<file path="config.mk">
export PLATFORM = sky130hd
export DESIGN_NAME = instruction_subset_exec
export DESIGN_NICKNAME = d
export VERILOG_FILES = /design/src/inc/exec_pkg.sv /design/src/inc/file_port_if.sv /design/src/logic/file_store.sv /design/src/logic/watchdog_stub.sv /design/src/logic/instruction_subset_exec.sv
export SDC_FILE = /design/constraint.sdc
export NUM_CORES = 2
export LEC_CHECK = 0
export BUFFER_PORTS_ARGS = -buffer_cell sky130_fd_sc_hd__buf_2
export CAP_MARGIN = 20
export CORE_ASPECT_RATIO = 0.75
export CORE_MARGIN = 1.5
export CORE_UTILIZATION = 55
export DETAILED_ROUTE_END_ITERATION = 6
export PLACE_DENSITY_LB_ADDON = 0.15
export SLEW_MARGIN = 40
export SYNTH_ARGS = -nofsm -noshare
export SYNTH_HDL_FRONTEND = slang
export SYNTH_SLANG_ARGS = --single-unit
</file>
<file path="constraint.sdc">
create_clock -name hclk -period 15.13 [get_ports hclk]
set_input_delay 2.2695 -clock hclk [delete_from_list [all_inputs] [get_ports hclk]]
set_output_delay 2.2695 -clock hclk [all_outputs]
set_load 0.05 [all_outputs]
</file>
<file path="src/inc/exec_pkg.sv">
`default_nettype none
package exec_pkg;
  // instruction encodings (14-bit)
  localparam logic [13:0] KICK_WORD = 14'h0064;
  localparam logic [5:0] INVERT_CODE = 6'h09;
  localparam logic [5:0] DECR_CODE = 6'h03;
  localparam logic [5:0] DECR_SKIP_CODE = 6'h0B;
  localparam logic [5:0] INCR_CODE = 6'h0A;
  localparam logic [5:0] INCR_SKIP_CODE = 6'h0F;
  localparam logic [2:0] JUMP_CODE = 3'h5;
  localparam logic [5:0] OR_LIT_CODE = 6'h38;
  localparam logic [13:0] NOP_WORD = 14'h0000;
  // field positions
  localparam int DEST_BIT = 7;
  localparam int LATCH_LO = 3;
  // register bus offsets
  localparam logic [7:0] INSTR_OFS = 8'h00;
  localparam logic [7:0] ACC_OFS = 8'h04;
  localparam logic [7:0] STATUS_OFS = 8'h08;
  localparam logic [7:0] PC_OFS = 8'h0C;
  localparam logic [7:0] LATCH_OFS = 8'h10;
  localparam logic [7:0] FILE_ADDR_OFS = 8'h14;
  localparam logic [7:0] FILE_DATA_OFS = 8'h18;
  localparam logic [7:0] WDOG_OFS = 8'h1C;
  // status bit positions
  localparam int ZERO_POS = 0;
  localparam int SLEEP_POS = 1;
  localparam int EXPIRY_POS = 2;
  // reset values
  localparam logic [7:0] ACC_RESET = 8'h00;
  localparam logic [12:0] PC_RESET = 13'h0000;
  localparam logic [2:0] STATUS_RESET = 3'h6;
  localparam logic [7:0] LATCH_RESET = 8'h00;
  localparam logic [6:0] FILE_ADDR_RESET = 7'h00;
  localparam int FILE_DEPTH = 128;
  localparam int WDOG_COUNT_W = 8;
  localparam int WDOG_PRESCALE_W = 8;
endpackage
`default_nettype wire

</file>
<file path="src/inc/file_port_if.sv">
`timescale 1ns/1ps
`default_nettype none
interface file_port_if;
  logic [6:0] addr;
  logic [7:0] rdata;
  logic we;
  logic [7:0] wdata;
  modport user (output addr, output we, output wdata, input rdata);
  modport store (input addr, input we, input wdata, output rdata);
endinterface
`default_nettype wire

</file>
<file path="src/logic/file_store.sv">
`timescale 1ns/1ps
`default_nettype none
module file_store
  import exec_pkg::*;
(
  input wire logic hclk,
  input wire logic hresetn,
  file_port_if.store fp
);
  logic [7:0] mem [FILE_DEPTH];
  logic [7:0] next_mem [FILE_DEPTH];

  always_comb begin
    next_mem = mem;
    if (fp.we) begin
      next_mem[fp.addr] = fp.wdata;
    end
  end

  always_ff @(posedge hclk or negedge hresetn) begin
    if (!hresetn) begin
      for (int i = 0; i < FILE_DEPTH; i++) begin
        mem[i] <= 8'h00;
      end
    end else begin
      mem <= next_mem;
    end
  end

  assign fp.rdata = mem[fp.addr];
endmodule // file_store
`default_nettype wire

</file>
<file path="src/logic/watchdog_stub.sv">
`timescale 1ns/1ps
`default_nettype none
module watchdog_stub
  import exec_pkg::*;
(
  input wire logic hclk,
  input wire logic hresetn,
  input wire logic kick,
  output logic [WDOG_COUNT_W-1:0] count,
  output logic [WDOG_PRESCALE_W-1:0] prescale
);
  logic [WDOG_COUNT_W-1:0] next_count;
  logic [WDOG_PRESCALE_W-1:0] next_prescale;

  // free-running prescaler; counter advances when it wraps
  always_comb begin
    next_prescale = prescale + 8'h01;
    next_count = (prescale == 8'hFF) ? count + 8'h01 : count;
    if (kick) begin
      next_prescale = 8'h00;
      next_count = 8'h00;
    end
  end

  always_ff @(posedge hclk or negedge hresetn) begin
    if (!hresetn) begin
      count <= 8'h00;
      prescale <= 8'h00;
    end else begin
      count <= next_count;
      prescale <= next_prescale;
    end
  end
endmodule // watchdog_stub
`default_nettype wire

</file>
<file path="src/logic/instruction_subset_exec.sv">
// Notes on behaviour
// - kick opcode clears watchdog counter and prescaler in one cycle.
// - kick sets expiry and sleep-entered status bits, other flags untouched.
// - destination bit 0 writes accumulator, 1 writes file register.
// - invert-file complements register to destination, updates zero flag only.
// - decrement-file subtracts one to destination and updates zero flag.
// - decrement-skip subtracts one, skips on zero, flags unchanged.
// - increment-skip adds one, skips on zero, flags unchanged.
// - a taken skip discards the prefetched word and runs a no-operation.
// - increment-file adds one modulo 256 and updates zero flag.
// - jump loads literal into pc low bits, latch bits 4:3 into pc 12:11.
// - jump takes two cycles, flushing prefetch, no flag change.
// - or-literal ORs literal into accumulator and updates zero flag.
//
// Decided for this implementation: the register offsets and the AHB-Lite register port.
`timescale 1ns/1ps
`default_nettype none
module instruction_subset_exec
  import exec_pkg::*;
(
  input wire logic hclk,
  input wire logic hresetn,
  input wire logic hsel,
  input wire logic [31:0] haddr,
  input wire logic [1:0] htrans,
  input wire logic hwrite,
  input wire logic [2:0] hsize,
  input wire logic [31:0] hwdata,
  input wire logic hready,
  output logic [31:0] hrdata,
  output logic hreadyout,
  output logic hresp
);
  // software writes an instruction word to INSTR_OFS; each write is one fetched word

  function automatic logic [7:0] bus_off(input logic [31:0] a);
    return a[7:0];
  endfunction

  function automatic logic zero_of(input logic [7:0] v);
    return v == 8'h00;
  endfunction

  file_port_if fp();
  file_store u_store (.hclk(hclk), .hresetn(hresetn), .fp(fp));

  logic [7:0] acc, next_acc;
  logic [2:0] status, next_status;
  logic [12:0] pc, next_pc;
  logic [7:0] latch, next_latch;
  logic [6:0] file_addr, next_file_addr;
  logic flush, next_flush;
  logic kick;
  logic [WDOG_COUNT_W-1:0] wd_count;
  logic [WDOG_PRESCALE_W-1:0] wd_prescale;

  watchdog_stub u_wdog (
    .hclk(hclk),
    .hresetn(hresetn),
    .kick(kick),
    .count(wd_count),
    .prescale(wd_prescale)
  );

  // bus address phase capture
  logic wr_pend, next_wr_pend;
  logic rd_pend, next_rd_pend;
  logic [7:0] ph_off, next_ph_off;
  logic [31:0] rdata, next_rdata;
  logic phase_ok;

  assign phase_ok = hsel && hready && htrans[1] && (hsize == 3'h2);

  always_comb begin
    next_wr_pend = phase_ok && hwrite;
    next_rd_pend = phase_ok && !hwrite;
    next_ph_off = phase_ok ? bus_off(haddr) : ph_off;
  end

  // instruction execution
  // an enum keeps the execute case unique although opcode fields overlap
  typedef enum logic [3:0] {
    OP_NONE = 4'h0,
    OP_INVERT = 4'h1,
    OP_DECR = 4'h2,
    OP_DECR_SKIP = 4'h3,
    OP_INCR = 4'h4,
    OP_INCR_SKIP = 4'h5,
    OP_OR_LIT = 4'h6,
    OP_KICK = 4'h7,
    OP_JUMP = 4'h8
  } op_kind_t;

  // codes outside the subset decode to OP_NONE and only advance the pc
  function automatic op_kind_t decode_op(input logic [13:0] w);
    op_kind_t k;
    k = OP_NONE;
    if (w == KICK_WORD) begin
      k = OP_KICK;
    end else if (w[13:11] == JUMP_CODE) begin
      k = OP_JUMP;
    end else begin
      unique case (w[13:8])
        INVERT_CODE: k = OP_INVERT;
        DECR_CODE: k = OP_DECR;
        DECR_SKIP_CODE: k = OP_DECR_SKIP;
        INCR_CODE: k = OP_INCR;
        INCR_SKIP_CODE: k = OP_INCR_SKIP;
        OR_LIT_CODE: k = OP_OR_LIT;
        default: k = OP_NONE;
      endcase
    end
    return k;
  endfunction

  function automatic logic [31:0] pad8(input logic [7:0] v);
    return {24'h000000, v};
  endfunction

  logic exec_en;
  logic [13:0] word;
  logic [7:0] fval, res, lit;
  logic dest_file, upd_zero, skip, is_file, jump;
  logic [12:0] target;
  op_kind_t kind;

  assign exec_en = wr_pend && (ph_off == INSTR_OFS);

  always_comb begin
    // a flushed slot executes as a no-operation; wasted slot costs one extra cycle
    word = flush ? NOP_WORD : hwdata[13:0];
    kind = decode_op(word);
    lit = word[7:0];
    fval = fp.rdata;
    dest_file = word[DEST_BIT];
    res = 8'h00;
    upd_zero = 1'b0;
    skip = 1'b0;
    is_file = 1'b0;
    jump = 1'b0;
    target = pc;
    kick = 1'b0;
    next_acc = acc;
    next_status = status;
    next_latch = latch;
    next_file_addr = file_addr;
    // the file port follows the operand only while an instruction executes
    fp.addr = exec_en ? word[6:0] : file_addr;
    fp.we = 1'b0;
    fp.wdata = 8'h00;
    // instruction words need wr_pend at INSTR_OFS and software writes take the other offsets, so they never meet
    if (exec_en) begin
      if (!flush) begin
        unique case (kind)
          OP_INVERT: begin
            res = ~fval;
            is_file = 1'b1;
            upd_zero = 1'b1;
          end
          OP_DECR: begin
            res = fval - 8'h01;
            is_file = 1'b1;
            upd_zero = 1'b1;
          end
          OP_DECR_SKIP: begin
            res = fval - 8'h01;
            is_file = 1'b1;
            skip = zero_of(res);
          end
          OP_INCR: begin
            res = fval + 8'h01;
            is_file = 1'b1;
            upd_zero = 1'b1;
          end
          OP_INCR_SKIP: begin
            res = fval + 8'h01;
            is_file = 1'b1;
            skip = zero_of(res);
          end
          OP_OR_LIT: begin
            res = acc | lit;
            next_acc = res;
            upd_zero = 1'b1;
          end
          OP_KICK: begin
            kick = 1'b1;
            next_status[EXPIRY_POS] = 1'b1;
            next_status[SLEEP_POS] = 1'b1;
          end
          OP_JUMP: begin
            target = {latch[LATCH_LO+1:LATCH_LO], word[10:0]};
            jump = 1'b1;
          end
          OP_NONE: ;
        endcase
        if (is_file) begin
          if (dest_file) begin
            fp.we = 1'b1;
            fp.wdata = res;
          end else begin
            next_acc = res;
          end
        end
        if (upd_zero) begin
          next_status[ZERO_POS] = zero_of(res);
        end
      end
    end else if (wr_pend) begin
      unique case (ph_off)
        ACC_OFS: next_acc = hwdata[7:0];
        STATUS_OFS: next_status = hwdata[2:0];
        LATCH_OFS: next_latch = hwdata[7:0];
        FILE_ADDR_OFS: next_file_addr = hwdata[6:0];
        FILE_DATA_OFS: begin
          fp.we = 1'b1;
          fp.wdata = hwdata[7:0];
        end
        default: ;
      endcase
    end
  end

  // a taken skip or jump spends the next fetched word as a no-operation
  always_comb begin
    next_pc = pc;
    next_flush = flush;
    if (exec_en) begin
      // the discarded word still held a fetch slot, so the pc steps past it
      next_pc = jump ? target : pc + 13'h0001;
      next_flush = skip || jump;
    end
  end

  // read data stands until the next read completes, so a late sample still sees it
  always_comb begin
    next_rdata = rdata;
    if (rd_pend) begin
      unique case (ph_off)
        ACC_OFS: next_rdata = pad8(acc);
        STATUS_OFS: next_rdata = {29'h0, status};
        PC_OFS: next_rdata = {18'h0, flush, pc};
        LATCH_OFS: next_rdata = pad8(latch);
        FILE_ADDR_OFS: next_rdata = {25'h0, file_addr};
        FILE_DATA_OFS: next_rdata = pad8(fp.rdata);
        WDOG_OFS: next_rdata = {16'h0000, wd_prescale, wd_count};
        default: next_rdata = 32'h0000_0000;
      endcase
    end
  end

  // software writes land at the end of their data phase, like instruction words
  always_ff @(posedge hclk or negedge hresetn) begin
    if (!hresetn) begin
      acc <= ACC_RESET;
      status <= STATUS_RESET;
      latch <= LATCH_RESET;
      file_addr <= FILE_ADDR_RESET;
    end else begin
      acc <= next_acc;
      status <= next_status;
      latch <= next_latch;
      file_addr <= next_file_addr;
    end
  end

  always_ff @(posedge hclk or negedge hresetn) begin
    if (!hresetn) begin
      pc <= PC_RESET;
      flush <= 1'b0;
    end else begin
      pc <= next_pc;
      flush <= next_flush;
    end
  end

  // an address phase is taken only while hready is high, so a read holds off the next
  always_ff @(posedge hclk or negedge hresetn) begin
    if (!hresetn) begin
      wr_pend <= 1'b0;
      rd_pend <= 1'b0;
      ph_off <= 8'h00;
    end else begin
      wr_pend <= next_wr_pend;
      rd_pend <= next_rd_pend;
      ph_off <= next_ph_off;
    end
  end

  always_ff @(posedge hclk or negedge hresetn) begin
    if (!hresetn) begin
      rdata <= 32'h0000_0000;
    end else begin
      rdata <= next_rdata;
    end
  end

  // writes take zero wait states; reads take one, returning data in the second data-phase cycle
  assign hreadyout = !rd_pend;
  assign hresp = 1'b0;
  assign hrdata = rdata;
endmodule // instruction_subset_exec
`default_nettype wire

</file>
==> results.md <==
* Number of warning messages in the yosys log at 0
* Number of resized instances in the post-cts repair step at 0
* Insertion delay to the later sink of the worst-skew pair at 0.75 ns
* H-tree levels at 3
* Clock Tree Buf Depth at 3
* Starting Density at 0.554
* GPL Wtd Cong at 1.01
* Highest fanout seen on the critical path at 65
* GRT Residual Overflow at 0
* Max-Cap Viols at 0
* RSZ-0062 raised after global routing: false
* Chip Width at 357 um
* Result of the run: finished, violations left
* Number of synthesized flops with an enable pin at 0
* Post-Synthesis Mean Instance Area at 9.16 um^2
* Final-report max-slew violation count at 0
* Share of async-settable or async-resettable flops after synthesis at 1.00
* Slew at the pin closest to its max-slew limit at 0.971 ns
* CTS tree: done
* Initial DRC Count at 6952
* Design Area, Final at 57400 um^2
* Number of antenna violations at the first check in global routing at 12
* Via count of the first global-routing pass at 43100
* Cell count after synthesis at 5640
* Share of the cycle needed by the critical path after routing at 0.659
* Leakage component of the power at 25.2 nW
* Number of core rows at 97
* Initial DRT Pass Iterations at 7
* Shortest clock period the worst path allows after layout at 9.97 ns
* Fraction of final layout cells with drive strength greater than 1 at 0.112
* Placeable core region at 93200 um^2
* Worst setup EP type: flip-flop
* Wire length per cell at 28.7 um
* Power per unit of standard cell area at 108 nW/um^2
* TritonCTS Sinks at 1106
* CTS root buffer: clkbuf_16
* Critical path launch point type: input port
* Post-synth top flop: dfrtp_1
* Overall power at 6.22 mW
* Number of clock buffers inserted by TritonCTS at 109
* Final setup skew at 0.0383 ns
* CP max stage cell: buf_4
* HPWL after DPL at 127000 um
* Synthesis-stage register bit count at 1106
* Remaining max-slew budget at the tightest pin at 0.348
* WP data required at 15.72 ns
* DRC violation count after routing at 6
* Clock slew at the register clock pins of the worst setup and hold paths at 0.06 ns
* Cell chain of the critical path: buf_2 -> nor2b_1 -> nand4_1 -> buf_4 -> nand2_4 -> buf_4 -> mux2_2 -> a2111oi_1 -> nand4_1 -> a21oi_1 -> nand3_1 -> ha_1 -> nor2b_1 -> nand2_1 -> xnor2_1 -> a221o_1 -> a22oi_2 -> buf_4 -> buf_4 -> o21ai_0
* Ports at 108
* Critical Path Max Stage Delay at 0.76 ns
* Seq. cell area at 27700 um^2
* Global-route wire length before repair at 291000 um
* Area of placed instances at 53500 um^2
* Worst hold slack after final layout at 0.476 ns
* Nets at 5625
* Hold WC Path Type: reg2reg
* Vias at 46400
* Total wire length after detailed routing at 198000 um
* Final TNS setup at 0 ns
* Crit path arrival time at 10.57 ns
* Critical setup path kind: in2reg
* Pin count of the biggest net entering global routing at 129
* Sequential area share after synthesis at 0.536
* Total routing usage reported by global routing at 0.414
* Final setup fails at 0
* Layout-stage area growth over the synthesis result at 11.0%
* Count of cell types in the netlist at 91
* Number of port buffers at 47
* Number of hold-slack violations in the final timing report at 0
* Via density per instance at 6.75
* Peak clock frequency supported by timing at 100 MHz
* Buffer count from post-CTS setup fixing at 0
* Cell seen most often among critical-path stages: buf_4
* Die outline area at 95800 um^2
* IR Drop Worst-Case VDD at 0.0000880 V
* Hold-fix buffer count after cts at 0
* Failing checks: DRC
* Post-detailed-route count of antenna-violating nets at 0
* Multi-input combinational cell area at 22500 um^2
* Layout fillers at 8038
* Vertical die dimension at 268 um
* Summed instance area of the synthesized netlist at 51700 um^2
-- power by group --
| group | leakage (nW) | switching [mW] | total [mW] | internal [mW] |
|---|---|---|---|---|
| Combinational | 8.06 | 0.298 | 0.372 | 0.0742 |
| Clock | 1.84 | 1.24 | 2.85 | 1.61 |
| Sequential | 15.3 | 0.0231 | 3.00 | 2.98 |
-- stage by stage --
step                      utilization  setup WS (ns)  instances
after floorplan                     -           8.35       5656
after global placement          0.570           4.72       6662
after detailed placement        0.574           4.70       6667
after CTS                       0.614           5.45       6871
after global routing            0.615           5.16       6874
final                           0.615           5.16       6879
-- cell type report --
type / instances / share of cell area
repair buffers: 229 / 0.0317
clock inverters: 47 / 0.00899
clock buffers: 157 / 0.0562
multi-input cells: 4082 / 0.392
well taps: 1237 / 0.0270
inverters: 16 / 0.00105
diodes: 5 / 0.000218
flip-flops and latches: 1106 / 0.483
-- worst paths after layout --
check	endpoint	depth (start not counted)	slack, ns	start
worst max-delay path	u_store.mem[412]	20	5.16	hwdata[2]
worst min-delay path	u_store.mem[712]	2	0.48	u_store.mem[712]
worst max register to register	u_store.mem[412]	20	6.08	flush
worst min register to register	u_store.mem[712]	2	0.48	u_store.mem[712]
max in group asynchronous	u_store.mem[277]	5	10.78	hresetn
min in group asynchronous	hrdata[15]	1	1.56	hresetn
-- logic make-up after synthesis --
kind of cell | Yosys count | synth area share
simple gates | 1843 | 0.150
fa+ha+maj | 7 | 0.00170
xor+xnor | 23 | 0.00390
other cells | 1 | 0.0000726
mux | 150 | 0.0311
flops | 1106 | 0.536
buf+inv | 468 | 0.0414
compound gates | 2042 | 0.237
-- synth_stat cells (15+ instances only) --
master / count / area share
dfrtp_1: 1104 / 0.53
nor2_1: 976 / 0.071
a21oi_1: 864 / 0.084
o21ai_0: 490 / 0.047
nand2_1: 485 / 0.035
clkbuf_1: 270 / 0.020
nand3_1: 200 / 0.019
a31oi_1: 163 / 0.020
a22oi_1: 112 / 0.016
buf_2: 102 / 0.0099
mux2_2: 76 / 0.017
mux2i_1: 67 / 0.013
a221oi_1: 52 / 0.0088
a222oi_1: 50 / 0.0097
a2111oi_0: 45 / 0.0076
buf_4: 40 / 0.0058
o22ai_1: 39 / 0.0047
and3_1: 31 / 0.0038
buf_1: 26 / 0.0019
nor3_1: 24 / 0.0023
a221o_1: 21 / 0.0041
a311oi_1: 20 / 0.0034
nor2b_1: 20 / 0.0024
nand4_1: 18 / 0.0022
a22o_1: 16 / 0.0027
inv_1: 15 / 0.0011
o22a_1: 15 / 0.0025
o31ai_1: 15 / 0.0022
-- registers in the layout, indices dropped and copies added (netlist names) --
signal           cells
u_wdog.count         8
u_store.mem       1024
wr_pend              1
rd_pend              1
acc                  8
flush                1
status               3
u_wdog.prescale      8
latch                8
pc                  13
file_addr            7
hrdata              16
ph_off               8
-- placed cells by master, fill, tap and decap left out, types with 13 or more instances in the layout --
cell type,instances
dfrtp_1,1104
nor2_1,933
a21oi_1,862
o21ai_0,490
nand2_1,481
nand3_1,199
buf_4,157
a31oi_1,152
clkbuf_16,111
a22oi_1,108
mux2_2,76
mux2i_1,65
a221oi_1,52
a222oi_1,50
buf_2,46
o22ai_1,39
a2111oi_0,37
nor2_2,35
and3_1,31
clkbuf_8,27
clkinv_2,24
a221o_1,21
nor3_1,21
a311oi_1,20
clkbuf_1,19
nor2b_1,18
nand4_1,18
conb_1,17
a22o_1,16
inv_1,15
o22a_1,15
xor2_1,14
buf_6,13
-- worst max-delay path, delay by kind of cell --
family	cells	cell delay [ns]
compound gates	5	1.78
simple gates	7	2.37
xor+xnor	1	0.09
buf+inv	5	2.87
fa+ha+maj	1	0.42
mux	1	0.46
-- metal layers --
layer / track usage / wire [um]
met2: 0.555 / 78700
met5: 0 / 218
met4: 0.180 / 9770
met1: 0.581 / 79000
met3: 0.175 / 30000
Note: power is estimated with default switching activity, not from simulation.
